### src/logic/watchdog_pkg.sv
// Constants for the watchdog overflow handling block.
// Assumes a single 50 MHz clock; one timer state equals one clock cycle.
// Overview of operation
// - Watchdog overflow with reset disabled: no chip reset.
// - That overflow still reinitialises counter and control.
// - Writes ignored while overflow output is low.
// - Flag reads while output low do not arm.
// - Set coinciding with read leaves read unarmed.
// - Counter wrap in watchdog mode sets flag.
// - Word writes only, upper byte key selects target.
// - Key plus zero clears only the watchdog flag.
// - Overflow output held 132 or 130 states.
package watchdog_pkg;
    // ******************************
    // Write keys and data patterns
    // ******************************
    localparam logic [7:0] KEY_COUNTER    = 8'h5A;
    localparam logic [7:0] KEY_CONTROL    = 8'hA5;
    localparam logic [7:0] KEY_FLAG_CLEAR = 8'hA5;
    localparam logic [7:0] KEY_RESET_BITS = 8'h5A;
    localparam logic [7:0] CLEAR_DATA     = 8'h00;
    localparam logic [7:0] COUNT_MAX      = 8'hFF;
    localparam logic [7:0] COUNT_RESET    = 8'h00;

    // ******************************
    // Field positions
    // ******************************
    localparam int TCS_IV_FLAG_BIT  = 7;
    localparam int TCS_MODE_BIT     = 6;
    localparam int TCS_RUN_BIT      = 5;
    localparam int TCS_CLK_SEL_LSB  = 0;
    localparam int TCS_CLK_SEL_MSB  = 2;
    localparam int RCS_WD_FLAG_BIT  = 7;
    localparam int RCS_RST_EN_BIT   = 6;
    localparam int RCS_RST_TYPE_BIT = 5;
    localparam logic [7:0] TCS_RESERVED_ONES = 8'h18;
    localparam logic [7:0] RCS_RESERVED_ONES = 8'h1F;

    // ******************************
    // Read selects
    // ******************************
    localparam logic [1:0] RD_CONTROL = 2'h0;
    localparam logic [1:0] RD_COUNTER = 2'h1;
    localparam logic [1:0] RD_RESET   = 2'h2;

    // ******************************
    // Pulse lengths in states
    // ******************************
    localparam int HOLD_W = 10;
    localparam logic [HOLD_W-1:0] HOLD_RESET_ON  = 10'h084;
    localparam logic [HOLD_W-1:0] HOLD_RESET_OFF = 10'h082;
    localparam logic [HOLD_W-1:0] HOLD_CHIP_RST  = 10'h206;
endpackage : watchdog_pkg

### src/logic/hold_timer.sv
// Retriggerable pulse stretcher: idle_q low for load_value cycles.
// Assumes load is a one-cycle pulse on the same clock.
`timescale 1ns/1ps
module hold_timer #(
    parameter int W = 10
) (
    input  wire logic         clk,
    input  wire logic         arst_n,
    input  wire logic         load,
    input  wire logic [W-1:0] load_value,
    output logic              idle_q
);
    logic [W-1:0] count_q;

    always_ff @(posedge clk or negedge arst_n) begin
        if (!arst_n) begin
            count_q <= '0;
            idle_q  <= 1'b1;
        end else if (load) begin
            count_q <= load_value;
            idle_q  <= 1'b0;
        end else if (count_q != '0) begin
            count_q <= count_q - {{(W-1){1'b0}}, 1'b1};
            idle_q  <= (count_q == {{(W-1){1'b0}}, 1'b1});
        end
    end
endmodule : hold_timer

### src/logic/watchdog_unit.sv
// Watchdog/interval timer with overflow output, write lockout and flag clearing.
// Assumes count_tick and all access ports come from logic on clk.
`timescale 1ns/1ps
module watchdog_unit (
    input  wire logic       clk,
    input  wire logic       arst_n,
    input  wire logic       count_tick,
    input  wire logic       wr_en,
    input  wire logic       wr_word,
    input  wire logic       wr_reset_addr,
    input  wire logic [15:0] wr_data,
    input  wire logic       rd_en,
    input  wire logic [1:0] rd_sel,
    output logic [7:0]      rd_data_q,
    output logic            overflow_output_n,
    output logic            chip_reset_n,
    output logic            reset_type_select_q,
    output logic            interval_irq_q,
    output logic [2:0]      clock_select_q
);
    import watchdog_pkg::*;

    // ******************************
    // State
    // ******************************
    logic [7:0] watchdog_counter_q;
    logic       interval_overflow_flag_q;
    logic       watchdog_mode_q;
    logic       timer_run_q;
    logic       watchdog_overflow_flag_q;
    logic       reset_enable_bit_q;
    logic       wd_flag_armed_q;
    logic       iv_flag_armed_q;

    // ******************************
    // Decode
    // ******************************
    logic       locked;
    logic       wr_ok;
    logic       wr_counter;
    logic       wr_control;
    logic       wr_flag_clear;
    logic       wr_reset_bits;
    logic       wrap;
    logic       wd_overflow;
    logic       iv_overflow;
    logic       rd_control;
    logic       rd_reset;

    assign locked        = !overflow_output_n;
    assign wr_ok         = wr_en && wr_word && !locked;
    assign wr_counter    = wr_ok && !wr_reset_addr && (wr_data[15:8] == KEY_COUNTER);
    assign wr_control    = wr_ok && !wr_reset_addr && (wr_data[15:8] == KEY_CONTROL);
    assign wr_flag_clear = wr_ok && wr_reset_addr && (wr_data[15:8] == KEY_FLAG_CLEAR)
                           && (wr_data[7:0] == CLEAR_DATA);
    assign wr_reset_bits = wr_ok && wr_reset_addr && (wr_data[15:8] == KEY_RESET_BITS);
    // Counter write beats a coinciding increment
    assign wrap          = timer_run_q && count_tick && !wr_counter && (watchdog_counter_q == COUNT_MAX);
    assign wd_overflow   = wrap && watchdog_mode_q;
    assign iv_overflow   = wrap && !watchdog_mode_q;
    assign rd_control    = rd_en && (rd_sel == RD_CONTROL);
    assign rd_reset      = rd_en && (rd_sel == RD_RESET);

    // ******************************
    // Counter
    // ******************************
    always_ff @(posedge clk or negedge arst_n) begin
        if (!arst_n) begin
            watchdog_counter_q <= COUNT_RESET;
        end else if (wd_overflow) begin
            watchdog_counter_q <= COUNT_RESET;
        end else if (wr_counter) begin
            watchdog_counter_q <= wr_data[7:0];
        end else if (timer_run_q && count_tick) begin
            watchdog_counter_q <= watchdog_counter_q + 8'h01;
        end
    end

    // ******************************
    // Timer control and status
    // ******************************
    always_ff @(posedge clk or negedge arst_n) begin
        if (!arst_n) begin
            watchdog_mode_q <= 1'b0;
            timer_run_q     <= 1'b0;
            clock_select_q  <= 3'h0;
        end else if (wd_overflow) begin
            // Watchdog overflow returns control to reset values either way
            watchdog_mode_q <= 1'b0;
            timer_run_q     <= 1'b0;
            clock_select_q  <= 3'h0;
        end else if (wr_control) begin
            watchdog_mode_q <= wr_data[TCS_MODE_BIT];
            timer_run_q     <= wr_data[TCS_RUN_BIT];
            clock_select_q  <= wr_data[TCS_CLK_SEL_MSB:TCS_CLK_SEL_LSB];
        end
    end

    // Interval flag: a set wins over a clearing write in the same cycle
    always_ff @(posedge clk or negedge arst_n) begin
        if (!arst_n) begin
            interval_overflow_flag_q <= 1'b0;
            iv_flag_armed_q          <= 1'b0;
        end else if (iv_overflow) begin
            interval_overflow_flag_q <= 1'b1;
            // Read racing the set does not arm the clear
            iv_flag_armed_q          <= iv_flag_armed_q && !rd_control;
        end else if (wd_overflow) begin
            interval_overflow_flag_q <= 1'b0;
            iv_flag_armed_q          <= 1'b0;
        end else if (wr_control && !wr_data[TCS_IV_FLAG_BIT] && iv_flag_armed_q) begin
            interval_overflow_flag_q <= 1'b0;
            iv_flag_armed_q          <= 1'b0;
        end else if (rd_control && interval_overflow_flag_q && !locked) begin
            iv_flag_armed_q          <= 1'b1;
        end
    end

    assign interval_irq_q = interval_overflow_flag_q;

    // ******************************
    // Reset control and status
    // ******************************
    always_ff @(posedge clk or negedge arst_n) begin
        if (!arst_n) begin
            watchdog_overflow_flag_q <= 1'b0;
            wd_flag_armed_q          <= 1'b0;
        end else if (wd_overflow) begin
            watchdog_overflow_flag_q <= 1'b1;
            wd_flag_armed_q          <= 1'b0;
        end else if (wr_flag_clear && wd_flag_armed_q) begin
            watchdog_overflow_flag_q <= 1'b0;
            wd_flag_armed_q          <= 1'b0;
        end else if (rd_reset && watchdog_overflow_flag_q && !locked) begin
            wd_flag_armed_q          <= 1'b1;
        end
    end

    always_ff @(posedge clk or negedge arst_n) begin
        if (!arst_n) begin
            reset_enable_bit_q  <= 1'b0;
            reset_type_select_q <= 1'b0;
        end else if (wr_reset_bits) begin
            reset_enable_bit_q  <= wr_data[RCS_RST_EN_BIT];
            reset_type_select_q <= wr_data[RCS_RST_TYPE_BIT];
        end
    end

    // ******************************
    // Overflow output and internal reset
    // ******************************
    hold_timer #(.W(HOLD_W)) u_out_hold (
        .clk        (clk),
        .arst_n     (arst_n),
        .load       (wd_overflow),
        .load_value (reset_enable_bit_q ? HOLD_RESET_ON : HOLD_RESET_OFF),
        .idle_q     (overflow_output_n)
    );

    // Chip reset only when enabled; stays high otherwise
    hold_timer #(.W(HOLD_W)) u_chip_hold (
        .clk        (clk),
        .arst_n     (arst_n),
        .load       (wd_overflow && reset_enable_bit_q),
        .load_value (HOLD_CHIP_RST),
        .idle_q     (chip_reset_n)
    );

    // ******************************
    // Read data
    // ******************************
    always_ff @(posedge clk or negedge arst_n) begin
        if (!arst_n) begin
            rd_data_q <= 8'h00;
        end else if (rd_en) begin
            unique case (rd_sel)
                RD_CONTROL: rd_data_q <= {interval_overflow_flag_q, watchdog_mode_q, timer_run_q, 5'h00}
                                         | TCS_RESERVED_ONES | {5'h00, clock_select_q};
                RD_COUNTER: rd_data_q <= watchdog_counter_q;
                RD_RESET:   rd_data_q <= {watchdog_overflow_flag_q, reset_enable_bit_q,
                                          reset_type_select_q, 5'h00} | RCS_RESERVED_ONES;
                default:    rd_data_q <= 8'h00;
            endcase
        end
    end

    // ******************************
    // Assertions
    // ******************************
    a_no_chip_reset: assert property (@(posedge clk) disable iff (!arst_n)
        wd_overflow && !reset_enable_bit_q |=> chip_reset_n [*3])
        else $error("chip reset issued with reset disabled");

    a_reinit_state: assert property (@(posedge clk) disable iff (!arst_n)
        wd_overflow |=> watchdog_counter_q == COUNT_RESET && !timer_run_q && !watchdog_mode_q)
        else $error("counter or control not reinitialised");

    a_lock_writes: assert property (@(posedge clk) disable iff (!arst_n)
        !overflow_output_n && !wd_overflow |=> $stable(reset_enable_bit_q) && $stable(reset_type_select_q)
        && $stable(timer_run_q) && $stable(clock_select_q)
        && $stable(watchdog_counter_q) && $stable(watchdog_mode_q))
        else $error("write accepted during lockout");

    a_no_arm_locked: assert property (@(posedge clk) disable iff (!arst_n)
        !overflow_output_n |-> !wd_flag_armed_q)
        else $error("flag read armed during lockout");

    a_race_unarmed: assert property (@(posedge clk) disable iff (!arst_n)
        iv_overflow && rd_control |=> !iv_flag_armed_q ##0 interval_overflow_flag_q)
        else $error("racing read armed the clear");

    a_wd_flag_set: assert property (@(posedge clk) disable iff (!arst_n)
        wd_overflow |=> watchdog_overflow_flag_q && !overflow_output_n)
        else $error("watchdog flag not set on wrap");

    a_flag_clear: assert property (@(posedge clk) disable iff (!arst_n)
        wr_flag_clear && wd_flag_armed_q && !wd_overflow
        |=> !watchdog_overflow_flag_q && $stable(reset_enable_bit_q) && $stable(reset_type_select_q))
        else $error("flag clear write misbehaved");

    a_hold_long: assert property (@(posedge clk) disable iff (!arst_n)
        wd_overflow && reset_enable_bit_q |=> !overflow_output_n ##131 !overflow_output_n ##1 overflow_output_n)
        else $error("overflow output length wrong with reset enabled");

    a_hold_short: assert property (@(posedge clk) disable iff (!arst_n)
        wd_overflow && !reset_enable_bit_q |=> !overflow_output_n ##129 !overflow_output_n ##1 overflow_output_n)
        else $error("overflow output length wrong with reset disabled");
endmodule : watchdog_unit

### config.mk
export PLATFORM = sky130hd
export DESIGN_NAME = watchdog_unit
export DESIGN_NICKNAME = d
export VERILOG_FILES = /design/src/logic/watchdog_pkg.sv /design/src/logic/hold_timer.sv /design/src/logic/watchdog_unit.sv
export SDC_FILE = /design/constraint.sdc
export NUM_CORES = 1
export LEC_CHECK = 0
export ABC_AREA = 1
export CAP_MARGIN = 10
export CORE_ASPECT_RATIO = 0.8
export CORE_MARGIN = 4
export CORE_UTILIZATION = 51
export DETAILED_ROUTE_END_ITERATION = 7
export DONT_BUFFER_PORTS = 1
export PLACE_DENSITY = 0.69
export SETUP_SLACK_MARGIN = 0.02
export SLEW_MARGIN = 20
export SYNTH_ARGS = -nofsm -noshare
export SYNTH_HDL_FRONTEND = slang
export SYNTH_HIERARCHICAL = 1
export SYNTH_SLANG_ARGS = --single-unit
export TNS_END_PERCENT = 50
### constraint.sdc
create_clock -name clk -period 4.5 [get_ports clk]
set_clock_uncertainty 0.1 [all_clocks]
set_input_delay 0.225 -clock clk [delete_from_list [all_inputs] [get_ports clk]]
set_output_delay 0.225 -clock clk [all_outputs]
set_load 0.1 [all_outputs]
---- Yosys cells after proc, flatten, opt, wreduce, memory -nomap -nowiden ----
Cells that the tools add are included.
operators by class
  $add $sub $neg .......................... 3
  equal/unequal tests ..................... 7
  mux-type cells .......................... 31
  bitwise operators ....................... 1
  reductions and logical operators ........ 42
operators by type and width
  kind                   count
  $mux 10                4
  $logic_and 1x1->1      25
  $mux 8                 3
  $pmux 8 s3             1
  $eq 10x1->1 const B    2
  $mux 1                 20
  $reduce_bool 10->1     2
  $sub 10x1->10 const B  2
  $eq 8x8->1 const B     2
  $mux 3                 3
  $reduce_bool 3->1      3
  $add 8x1->8 const B    1
  $eq 8x7->1 const B     1
  $logic_not 8->1        1
  $or 8x3->8             1
  $reduce_bool 2->1      4
  $logic_not 1->1        5
  $reduce_bool 4->1      1
  $eq 2x1->1 const B     1
  $eq 2x2->1 const B     1
  $logic_not 2->1        1
storage, ports and cells
  bits in registers ....................... 49
  input bits .............................. 25
  output and inout bits ................... 15
  word-level logic and storage cells ...... 99

---- Longest topological paths before layout ----
Gate-level depths: netlist (run 1).
  depth after elaboration ................. 10
  depth in mapped cells ................... 13
  gate-level depth less buffers ........... 12

---- Modules after synthesis ----
The synthesis (run 1) kept the hierarchy.
by module, submodules not included
  module         instances  cells an instance  area each (um^2)  sequential area each (um^2)
  watchdog_unit  1          246                1709.1            675.6
  hold_timer     2          100                728.2             276.5

---- Worst setup path before layout (run 1) ----
OpenSTA, ideal clock, no wires.
  path type ............................... reg-to-reg
  start point ............................. register u_out_hold.idle_q
  end point ............................... register u_chip_hold.count_q[1]
  library setup time ...................... 121 ps
  arrival time ............................ 2070 ps
  required time ........................... 4279 ps
  setup slack ............................. 2209 ps
  cell stages (with the launch flop) ...... 12
  path buffers ............................ 2
  clock period less this slack ............ 2291 ps
  cell sequence ........................... dfstp_2 nand3_1 nor2_4 nand3_4 nand4_4 buf_6 nor2_1 clkbuf_1 nand2_1 o21ai_0 nand2_1 o21ai_1
between the ends
  word-level cells in the longest chain between the ends .. 9
  elaborated cells between the ends (all ways) .. 10
  classes of those cells .................. mux: 1; reduce/logical: 9
ends and longest elaborated chain
  what                                          line                  source
  from (decl)                                   hold_timer.sv:11      output logic idle_q
  from (signal assigned)                        hold_timer.sv:24      idle_q <= (count_q == {{(W-1){1'b0}}, 1'b1});
  $logic_and 1x1->1 (*)                         watchdog_unit.sv:51   assign wr_ok = wr_en && wr_word && !locked;
  $logic_and 1x1->1 (*) (2 in a row)            watchdog_unit.sv:52   assign wr_counter = wr_ok && !wr_reset_addr && (wr_data[15:8] == KEY_COUNTER);
  $logic_not 1->1 (*)                           watchdog_unit.sv:58   assign wrap = timer_run_q && count_tick && !wr_counter && (watchdog_counter_q == COUNT_MAX);
  $logic_and 1x1->1 (*) (2 in a row)            watchdog_unit.sv:58
  $logic_and 1x1->1 (*)                         watchdog_unit.sv:59   assign wd_overflow = wrap && watchdog_mode_q;
  $logic_and 1x1->1 (*)                         watchdog_unit.sv:164  .load (wd_overflow && reset_enable_bit_q),
  $mux 10 or $reduce_bool 2->1 (tied branches)  --
  to (signal assigned)                          hold_timer.sv:20      count_q <= load_value;
  to (signal assigned)                          hold_timer.sv:23      count_q <= count_q - {{(W-1){1'b0}}, 1'b1};
  to (decl)                                     hold_timer.sv:13      logic [W-1:0] count_q;
Mark *: on every way between the ends. The rest lies on a longest branch, timed or not.
A chain may end at the register's enable or synchronous reset.

---- Worst setup path in the final report (run 1) ----
  start point ............................. register u_out_hold.idle_q
  end point ............................... register u_out_hold.count_q[9]
between the ends
  word-level cells in the longest chain between the ends .. 8
  elaborated cells between the ends (all ways) .. 9
  classes of those cells .................. mux: 1; reduce/logical: 8
ends and longest elaborated chain
  what                                          line                 source
  $logic_and 1x1->1 (*)                         watchdog_unit.sv:51
  $logic_and 1x1->1 (*) (2 in a row)            watchdog_unit.sv:52
  $logic_not 1->1 (*)                           watchdog_unit.sv:58
  $logic_and 1x1->1 (*) (2 in a row)            watchdog_unit.sv:58
  $logic_and 1x1->1 (*)                         watchdog_unit.sv:59
  via wd_overflow                               watchdog_unit.sv:45  logic wd_overflow;
  $mux 10 or $reduce_bool 2->1 (tied branches)  --
  to (signal assigned)                          hold_timer.sv:20
  to (signal assigned)                          hold_timer.sv:23
  to (decl)                                     hold_timer.sv:13
The timed path passes the listed nets; every way through them passes the cells marked *.

==> key figures, run 1 <==
CTS
  • Clk slew on worst S/H paths: 0.09 ns
  • CTS resizes: 0
  • CTS tree: yes
  • Clk_lat worst skew: 0.29 ns
  • Htree depth: 2
  • Root buffer cell: clkbuf_8
  • Number of CTS-inserted buffers: 5
  • Post-CTS Repair Setup Buffers: 0
  • CTS sink cnt: 49
  • Clock buffer depth: 2
  • Hold-fix buffers at CTS: 8

Worst setup path
  • CP peak stage delay: 0.89 ns
  • Max stage delay cell, worst path: dfstp_2
  • Origin of the worst setup path: u_out_hold/idle_q
  • CP Class: reg2reg
  • Worst-path maximum fanout: 25
  • CP Cell Sequence: nand3_1 > nor2_4 > nand3_4 > nand4_4 > inv_1 > inv_2 > nand3_4 > nand2_1 > inv_1 > nand2_1 > inv_1
  • CP required: 4.59 ns
  • Critical R2R Launch: u_out_hold/idle_q
  • Startpoint class of the critical path: flop
  • Critical Path Sink Type: flop
  • Critical path arrival: 2.90 ns
  • Crit-path most repeated cell: inv_1

Global routing
  • First-pass GRT wire length: 12,400 um
  • Initial antenna violation count: 0
  • Vias in the first global route: 2,607
  • Largest net degree at the start of global routing: 50
  • GRT Util Overall: 20.8%
  • Gr ovfl total: 0

Yosys
  • FF+latch count, synth: 49
  • Unique masters post-synth: 37
  • Syn avg cell area: 7.10 sq um
  • Synth area leaders: dfrtp_1 (37%), nand2_1 (16%), nor2_1 (6.5%)
  • Part of the Yosys area used for sequential elements: 38.8%
  • Ys flop type: dfrtp_1
  • Cells after synthesis: 446
  • Post-synth EDFFs: 0
  • Synth area leader: dfrtp_1
  • Warnings, synthesis: 6
  • Ys async rst share: 100%
  • Synth top area share: 37.2%
  • Mapped Area: 3170 sq um

Placed design
  • Cell count after placement: 536
  • Gp weighted congestion: 0.890
  • IO Port Bufs: 0
  • DP HPWL: 5470 um
  • Worst slack, placed: 1.69 ns

Floorplan
  • Initial core utilization: 53.0%
  • Die Span Y: 78.5 um
  • Core area: 5970 sq um
  • Die area: 7540 sq um
  • Core Rows: 25
  • Die width: 96.1 um
  • Top-Level Pins: 40

Timing
  • Setup violators final: 0
  • Post-Route Setup TNS: 0 ns
  • Final Critical Period: 2.80 ns
  • Max Fclk: 357 MHz
  • RSZ-0062 raised after global routing: false
  • Max-Slew Margin vs Limit: 34.6%
  • Worst setup margin: 1.70 ns
  • Max Transition Viols Final: 0
  • Final worst-path cycle share: 62.3%
  • Final hold viol count: 0
  • Worst-Margin Slew: 0.982 ns

Pwr
  • Pwr Total: 767 uW
  • Clock power frac: 32.1%
  • Internal Power: 568 uW
  • Part of the power in combinational logic: 4.7%
  • Peak supply drop: 0.117 mV
  • Sw Share: 26.0%
  • PD cells: 221 nW/um^2
  • Static leakage: 1.82 nW
  • Seq pwr share: 63.1%
  • Switching pwr: 199 uW

Cells and area
  • Register Area: 1230 sq um
  • Commonest non-fill, non-tap cell in the layout: nand2_1
  • Multi-input logic area: 1730 sq um
  • Final #Nets: 500
  • Fillers: 552
  • Most frequent cells in the layout: nand2_1 (138), nor2_1 (55), inv_1 (54)
  • Share of cells above drive strength 1: 9.55%
  • Post-Layout Cell Count: 552
  • Area grow syn2layout: 9.53%
  • Antenna diodes: 0

Routing
  • Drt wl/cell: 12.9 um
  • Detailed Route Iter0 Violations: 134
  • Pre-antenna DRT Iters: 4
  • Total number of vias: 2,738
  • Vias per inst: 4.96
  • # DRC: 0
  • Total wire length: 7110 um
  • Detail Route Antenna Nets: 0

Status
  • Outcome: finished, final reports clean

Hold path
  • Hold Path Class: in2reg
  • Min-Delay Startpoint: wr_data[4]

Job
  • Max-cap violations: 0
[critical path: cells and delay by family, from the launching register on]
kind                   cells  cell delay (ns)
flip-flops                 1             0.89
buffers and inverters      4             0.50
AND/OR/NAND/NOR            7             1.20
[cell usage after synthesis, types with 4 or more instances]
| master | n |
|---|---|
| nor2_4 | 5 |
| nand4_1 | 9 |
| or2_2 | 4 |
| nand2_1 | 138 |
| dfrtp_1 | 47 |
| o21ai_0 | 23 |
| xor2_1 | 7 |
| o21ai_1 | 8 |
| nor2_1 | 55 |
| nor3_1 | 4 |
| ha_1 | 5 |
| nand3_1 | 30 |
| nand2_2 | 6 |
| inv_1 | 54 |
| inv_2 | 5 |
| a21oi_1 | 7 |
[sequential cells by signal, indices dropped and copies added, names as in the netlist]
name and count:
watchdog_counter_q 8, watchdog_mode_q 1, interval_irq_q 1, wd_flag_armed_q 1, u_out_hold/idle_q 1, rd_data_q 8, u_chip_hold/count_q 10, watchdog_overflow_flag_q 1
clock_select_q 3, timer_run_q 1, iv_flag_armed_q 1, reset_enable_bit_q 1, reset_type_select_q 1, u_out_hold/count_q 10, u_chip_hold/idle_q 1
[stage by stage]
stage | util, % | area [sq um] | hold WS, ns
6_report | 58.0 | 3470 | 0.0531
3_5_place_dp | 55.1 | 3290 | -0.168
2_1_floorplan | - | 3230 | -0.171
4_1_cts | 58.0 | 3470 | 0.0459
5_1_grt | 58.0 | 3470 | 0.0631
3_3_place_gp | 55.1 | 3290 | -0.169
[per-layer routing]
layer  routed length (um)  vias to the layer above  GRT usage, %
li1                     -                     1441             -
met1                 3470                     1244          30.5
met2                 3160                       47          30.8
met3                  394                        6          4.69
met4                   81                        0          5.54
met5                    0                        -             0
[worst paths after layout]
check                                            to  slack, ns  cells after the start
setup / recovery              u_out_hold/count_q[9]       1.70                     11
hold / removal                watchdog_counter_q[4]       0.05                      4
setup reg to reg              u_out_hold/count_q[9]       1.70                     11
hold reg to reg            watchdog_overflow_flag_q       0.38                      2
max in group asynchronous         u_out_hold/idle_q       3.68                      2
min in group asynchronous    u_chip_hold/count_q[8]       0.35                      2
[power by group through the flow]
stage	logic (mW)	registers, mW	clock network [mW]
floorplan	0.0164	0.492	0
global placement	0.0197	0.493	0
detailed placement	0.0198	0.493	0
CTS	0.0374	0.484	0.258
global route	0.0430	0.485	0.278
finish	0.0364	0.484	0.246
[cells by family (layout without fill, tap and decap cells)]
| family | Yosys count | after routing | share of synthesized area, % |
|---|---|---|---|
| simple gates | 264 | 264 | 39.1 |
| buf+inv | 68 | 77 | 8.50 |
| flops | 49 | 49 | 38.8 |
| compound gates | 48 | 48 | 8.62 |
| xor+xnor | 10 | 10 | 2.77 |
| fa+ha+maj | 5 | 5 | 1.98 |
| other cells | 2 | 18 | 0.237 |
[area by class of cell]
cell class	count	share of cell area [%]
inverter	61	6.68
timing repair buffer	8	2.81
sequential	49	35.4
tap	81	2.92
clock buffer	8	2.31
multi-input combinational	345	49.8
No activity file was read; power rests on OpenSTA's default activity.
==> inputs of run 2 (changes only) <==
==> constraint.sdc (replaced) <==
create_clock -name clk -period 2.85 [get_ports clk]
set_clock_uncertainty 0.1 [all_clocks]
set_input_delay 0.1425 -clock clk [delete_from_list [all_inputs] [get_ports clk]]
set_output_delay 0.1425 -clock clk [all_outputs]
set_load 0.1 [all_outputs]
==> key figures, run 2 (synthesis results as in run 1) <==
Global routing
  • GRT Util Overall: 22.2% (+1.4 points)
  • Largest net degree at the start of global routing: 50 (unchanged)
  • First-pass GRT wire length: 13,100 um (+5.8%)
  • Initial antenna violation count: 0 (unchanged)
  • Gr ovfl total: 0 (unchanged)
  • Vias in the first global route: 2,767 (+6.1%)

Pwr
  • Peak supply drop: 0.184 mV (+58%)
  • Part of the power in combinational logic: 5.3% (+0.6 points)
  • Static leakage: 1.91 nW (+5.0%)
  • Clock power frac: 38.3% (+6.2 points)
  • Pwr Total: 1.34 mW (+75%)
  • Seq pwr share: 56.4% (-6.7 points)
  • Sw Share: 26.3% (+0.33 points)
  • Switching pwr: 352 uW (+77%)
  • Internal Power: 988 uW (+74%)
  • PD cells: 370 nW/um^2 (+67%)

Worst setup path
  • CP required: 2.96 ns (-1.63 ns)
  • Critical Path Sink Type: flop
  • Startpoint class of the critical path: flop
  • Max stage delay cell, worst path: dfrtp_1
  • CP Class: reg2reg
  • Crit-path most repeated cell: inv_1
  • Origin of the worst setup path: watchdog_counter_q[0]
  • CP peak stage delay: 0.42 ns (-0.47 ns)
  • CP Cell Sequence: ha_1 > nand3_2 > nor3_4 > nand4_4 > inv_1 > buf_4 > inv_2 > or2_2 > nand2_1 > inv_1 > nand2_1 > inv_1
  • Critical R2R Launch: watchdog_counter_q[0]
  • Critical path arrival: 2.48 ns (-0.42 ns)
  • Worst-path maximum fanout: 14 (-44%)

Cells and area
  • Share of cells above drive strength 1: 12.6% (+3.0 points)
  • Area grow syn2layout: 14.4%
  • Fillers: 569 (+3.1%)
  • Final #Nets: 515 (+3.0%)
  • Biggest regs: u_chip_hold/count_q (10), u_out_hold/count_q (10)
  • Most frequent cells in the layout: nand2_1 (138), nor2_1 (55), inv_1 (54)
  • Post-Layout Cell Count: 568 (+2.9%)
  • Commonest non-fill, non-tap cell in the layout: nand2_1

Timing
  • Max Transition Viols Final: 0 (unchanged)
  • Post-Route Setup TNS: 0 ns (unchanged)
  • Final hold viol count: 0 (unchanged)
  • Final Critical Period: 2.37 ns (-0.435 ns)
  • RSZ-0062 raised after global routing: false
  • Hold WS: 0.0140 ns (-0.0390 ns)
  • Max Fclk: 422 MHz (+18%)
  • Final worst-path cycle share: 83.2% (+21 points)
  • Setup violators final: 0 (unchanged)
  • Max-Slew Margin vs Limit: 39.6% (+5.1 points)
  • Worst-Margin Slew: 0.906 ns (-0.0762 ns)

Routing
  • Total wire length: 7470 um (+5.1%)
  • Pre-antenna DRT Iters: 4 (unchanged)
  • Vias per inst: 5.03 (+1.5%)
  • # DRC: 0 (unchanged)
  • Drt wl/cell: 13.2 um (+2.2%)
  • Total number of vias: 2,859 (+4.4%)
  • Detail Route Antenna Nets: 0 (unchanged)
  • Detailed Route Iter0 Violations: 141 (+5.2%)

CTS
  • Hold-fix buffers at CTS: 10 (+2)
  • Clk_lat worst skew: 0.31 ns (+0.02 ns)
  • CTS tree: yes
  • Number of CTS-inserted buffers: 5 (unchanged)
  • Post-CTS Repair Setup Buffers: 0 (unchanged)
  • CTS sink cnt: 49 (unchanged)
  • Clock buffer depth: 2 (unchanged)
  • Htree depth: 2 (unchanged)
  • Clk slew on worst S/H paths: 0.10 ns (about the same)
  • Root buffer cell: clkbuf_8
  • CTS resizes: 0 (unchanged)

Placed design
  • Cell count after placement: 549 (+2.4%)
  • Gp weighted congestion: 0.823 (-7.6%)
  • IO Port Bufs: 0 (unchanged)
  • DP HPWL: 5670 um (+3.7%)

Hold path
  • Min-Delay Startpoint: rd_sel[0]
  • Hold Path Class: in2reg

Floorplan
  • Die Span Y: 78.5 um (unchanged)
  • Initial core utilization: 53.0% (unchanged)
  • Top-Level Pins: 40 (unchanged)
  • Core area: 5970 sq um (unchanged)
  • Die width: 96.1 um (unchanged)
  • Die area: 7540 sq um (unchanged)
  • Core Rows: 25 (unchanged)

Job
  • Max-cap violations: 0 (unchanged)

Status
  • Outcome: finished, final reports clean
## run 2: worst max-delay path, delay by kind of cell, from the launching register on
family        cells  cell delay (ns)
simple gates      6             1.07
fa+ha+maj         1             0.23
buf+inv           5             0.44
flops             1             0.42
## run 2: power groups by stage
stage               clock, mW  combinational (mW)  sequential (mW)
finish                  0.513              0.0711            0.756
global route            0.559              0.0819            0.757
CTS                     0.531              0.0723            0.757
detailed placement          0              0.0416            0.770
global placement            0              0.0414            0.770
floorplan                   0              0.0258            0.777
## run 2: per-stage QoR
step | instance area, sq um | utilization, % | worst slack [ns]
after global routing | 3620 | 60.6 | 0.313
after floorplan | 3230 | - | 0.559
after detailed placement | 3390 | 56.7 | 0.486
after global placement | 3390 | 56.7 | 0.563
after CTS | 3620 | 60.6 | 0.478
final | 3620 | 60.6 | 0.480
## run 2: area by class of cell
cell class	count	area, sq um	share of cell area, %
flip-flops and latches	49	1230	33.9
repair buffers	23	215	5.94
diodes	1	2.50	0.0691
clock inverters	3	46.3	1.28
well taps	81	101	2.80
clock buffers	5	68.8	1.90
multi-input cells	345	1730	47.7
inverters	61	231	6.39
## run 2: layer usage
| metal | vias up | part of all wire (%) | track usage (%) |
|---|---|---|---|
| met5 | - | 0 | 0 |
| li1 | 1467 | - | - |
| met2 | 61 | 45 | 32.4 |
| met3 | 13 | 4.8 | 4.12 |
| met4 | 0 | 2.0 | 8.95 |
| met1 | 1318 | 48 | 32.3 |
## run 2: path summary, 6_finish.rpt
kind	to	slack [ns]	cells after the start
setup reg to reg	u_out_hold/count_q[9]	0.48	12
hold reg to reg	reset_type_select_q	0.39	2
max in group asynchronous	u_out_hold/idle_q	2.13	2
setup / recovery	u_out_hold/count_q[9]	0.48	12
hold / removal	rd_data_q[4]	0.01	3
min in group asynchronous	u_chip_hold/count_q[6]	0.24	2
==> inputs of run 3 (changes only) <==
--- a/config.mk
+++ b/config.mk
@@ -12,7 +12,7 @@
 export CORE_UTILIZATION = 51
 export DETAILED_ROUTE_END_ITERATION = 7
 export DONT_BUFFER_PORTS = 1
-export PLACE_DENSITY = 0.69
+export PLACE_DENSITY = 0.72
 export SETUP_SLACK_MARGIN = 0.02
 export SLEW_MARGIN = 20
 export SYNTH_ARGS = -nofsm -noshare
==> constraint.sdc (replaced) <==
create_clock -name clk -period 2.14 [get_ports clk]
set_clock_uncertainty 0.1 [all_clocks]
set_input_delay 0.107 -clock clk [delete_from_list [all_inputs] [get_ports clk]]
set_output_delay 0.107 -clock clk [all_outputs]
set_load 0.1 [all_outputs]
==> key figures, run 3 (synthesis results as in run 1) <==
Worst setup path
  • Startpoint class of the critical path: flop
  • Max stage delay cell, worst path: dfrtp_1
  • Critical Path Sink Type: flop
  • Buffers and inverters on the worst path: 4 (-1)
  • CP peak stage delay: 0.41 ns (about the same)
  • R2R Setup Slk: 0.15 ns (-0.33 ns)
  • CP Cell Sequence: ha_1 > nand3_2 > nor3_4 > nand4_4 > inv_1 > inv_2 > or2_2 > nand2_1 > inv_1 > nand2_1 > inv_1
  • CP required: 2.25 ns (-0.71 ns)
  • Reg2Reg Depth: 11 (-1)
  • Crit-path most repeated cell: inv_1
  • CP delay by family, top: simple AND/OR/NAND/NOR gates
  • Crit Reg-Reg Endpoint: u_out_hold/count_q[9]
  • Critical R2R Launch: watchdog_counter_q[1]
  • Worst-path maximum fanout: 9 (-5)
  • Critical path arrival: 2.10 ns (-0.38 ns)
  • CP Class: reg2reg

Cells and area
  • Final Util: 63.0% (+2.4 points)
  • Antenna diodes: 0 (-1)
  • Share of cells above drive strength 1: 15.1% (+2.6 points)
  • Post-Layout Cell Count: 583 (+2.6%)
  • Commonest non-fill, non-tap cell in the layout: nand2_1
  • Biggest regs: u_chip_hold/count_q (10), u_out_hold/count_q (10)
  • Final #Nets: 531 (+3.1%)
  • Final Instance Area: 3760 sq um (+3.9%)
  • Most frequent cells in the layout: nand2_1 (138), inv_1 (54), nor2_1 (54)
  • Area grow syn2layout: 18.9%

Hold path
  • Hold Path Class: in2reg
  • Hold EP: watchdog_counter_q[3]
  • Min-Delay Startpoint: wr_data[3]
  • Worst hold stages: 4 (+1)

Placed design
  • Gp weighted congestion: 0.942 (+15%)
  • IO Port Bufs: 0 (unchanged)
  • Post-DP Area: 3490 sq um (+3.1%)
  • Cell count after placement: 562 (+2.4%)
  • DP HPWL: 6060 um (+6.9%)
  • Worst slack, placed: 0.115 ns (-0.370 ns)

CTS
  • CTS sink cnt: 49 (unchanged)
  • Clk_lat worst skew: 0.31 ns (about the same)
  • Clock buffer depth: 2 (unchanged)
  • CTS tree: yes
  • Number of CTS-inserted buffers: 5 (unchanged)
  • Htree depth: 2 (unchanged)
  • Clk slew on worst S/H paths: 0.10 ns (about the same)
  • Post-CTS Repair Setup Buffers: 0 (unchanged)
  • Root buffer cell: clkbuf_8

Status
  • Outcome: finished, final reports clean

Timing
  • Setup violators final: 0 (unchanged)
  • Max-Slew Margin vs Limit: 65.7% (+26 points)
  • Worst setup margin: 0.147 ns (-0.333 ns)
  • Hold WS: 0.00538 ns (-0.00865 ns)
  • Max Fclk: 502 MHz (+19%)
  • Final hold viol count: 0 (unchanged)
  • Worst-Margin Slew: 0.514 ns (-0.391 ns)
  • Max Transition Viols Final: 0 (unchanged)
  • Final worst-path cycle share: 93.1% (+10 points)
  • RSZ-0062 raised after global routing: true
  • Final Critical Period: 1.99 ns (-0.377 ns)

Global routing
  • First-pass GRT wire length: 13,600 um (+4.1%)
  • Gr ovfl total: 0 (unchanged)
  • Vias in the first global route: 2,908 (+5.1%)
  • GRT Util Overall: 22.9% (+0.64 points)
  • Largest net degree at the start of global routing: 50 (unchanged)
  • Initial antenna violation count: 0 (unchanged)

Routing
  • Total number of vias: 2,901 (+1.5%)
  • Detail Route Antenna Nets: 0 (unchanged)
  • Vias per inst: 4.98 (-1.1%)
  • # DRC: 0 (unchanged)
  • Pre-antenna DRT Iters: 4 (unchanged)
  • Detailed Route Iter0 Violations: 223 (+58%)
  • Drt wl/cell: 13.6 um (+3.4%)
  • Total wire length: 7930 um (+6.2%)

Floorplan
  • Die area: 7540 sq um (unchanged)
  • Top-Level Pins: 40 (unchanged)
  • Initial core utilization: 53.0% (unchanged)
  • Die Span Y: 78.5 um (unchanged)
  • Die width: 96.1 um (unchanged)
  • Core Rows: 25 (unchanged)
  • Core area: 5970 sq um (unchanged)

Job
  • Max-cap violations: 0 (unchanged)

Pwr
  • Peak supply drop: 0.301 mV (+64%)
  • PD cells: 488 nW/um^2 (+32%)
  • Static leakage: 1.99 nW (+4.4%)
## run 3: changes by cell type in the layout (fill, tap and decap cells not counted)
cell,previous run,this run
nor2_2,2,3
nand3_1,30,29
clkinv_4,1,0
diode_2,1,0
nor2_1,55,54
dlygate4sd3_1,9,12
nand3_2,2,3
dfstp_4,0,1
dfstp_2,2,1
clkbuf_8,5,6
buf_4,13,26
## run 3: area by class of cell
type,instances,area (sq um)
Fill cell,554,2210
Multi-Input combinational cell,345,1740
Sequential cell,49,1230
Timing Repair Buffer,39,343
Inverter,61,231
Tap cell,81,101
Clock buffer,6,82.6
Clock inverter,2,37.5
## run 3: how the worst max path moves through the flow
stage                          startpoint                     end  slack [ns]  cells past startpoint
floorplan               u_out_hold/idle_q  u_chip_hold/count_q[9]        0.06                     12
global placement    watchdog_counter_q[1]  u_chip_hold/count_q[7]        0.23                      9
finish              watchdog_counter_q[1]   u_out_hold/count_q[9]        0.15                     11
detailed placement  watchdog_counter_q[1]  u_chip_hold/count_q[7]        0.12                      9
global route        watchdog_counter_q[1]   u_out_hold/count_q[9]       -0.01                     11
CTS                 watchdog_counter_q[1]  u_chip_hold/count_q[7]        0.10                      9
## run 3: where the power goes
part           switching (mW)  internal (mW)
Sequential            0.00525          0.935
Combinational           0.137         0.0462
Clock                   0.332          0.380
Total                   0.474           1.36
## run 3: stage by stage
stage	total power [mW]	setup TNS (ns)
global route	1.90	-0.0148
floorplan	1.07	0
detailed placement	1.10	0
CTS	1.85	0
finish	1.84	0
global placement	1.10	0
## run 3: what timing repair did
| item | 4_1_cts | 5_1_grt |
|---|---|---|
| setup endpoints to repair | 0 | 5 |
| hold endpoints to repair | 68 | 0 |
| gates resized for setup | 0 | 1 |
| hold buffers | 13 | 0 |
## run 3: layer usage
| metal | vias to the layer above | track usage, % | part of all wire [%] |
|---|---|---|---|
| met5 | - | 0 | 0 |
| met4 | 0 | 8.24 | 1.9 |
| met3 | 15 | 3.83 | 5.2 |
| met2 | 86 | 34.9 | 46 |
| met1 | 1302 | 32.5 | 47 |
| li1 | 1498 | - | - |
## run 3: worst register-to-register path, cell delays in order (launching register included)
cell and delay (ns):
dfrtp_1 0.41, ha_1 0.22, nand3_2 0.11, nor3_4 0.21, nand4_4 0.14, inv_1 0.12, inv_2 0.10, or2_2 0.28
nand2_1 0.07, inv_1 0.04, nand2_1 0.05, inv_1 0.03
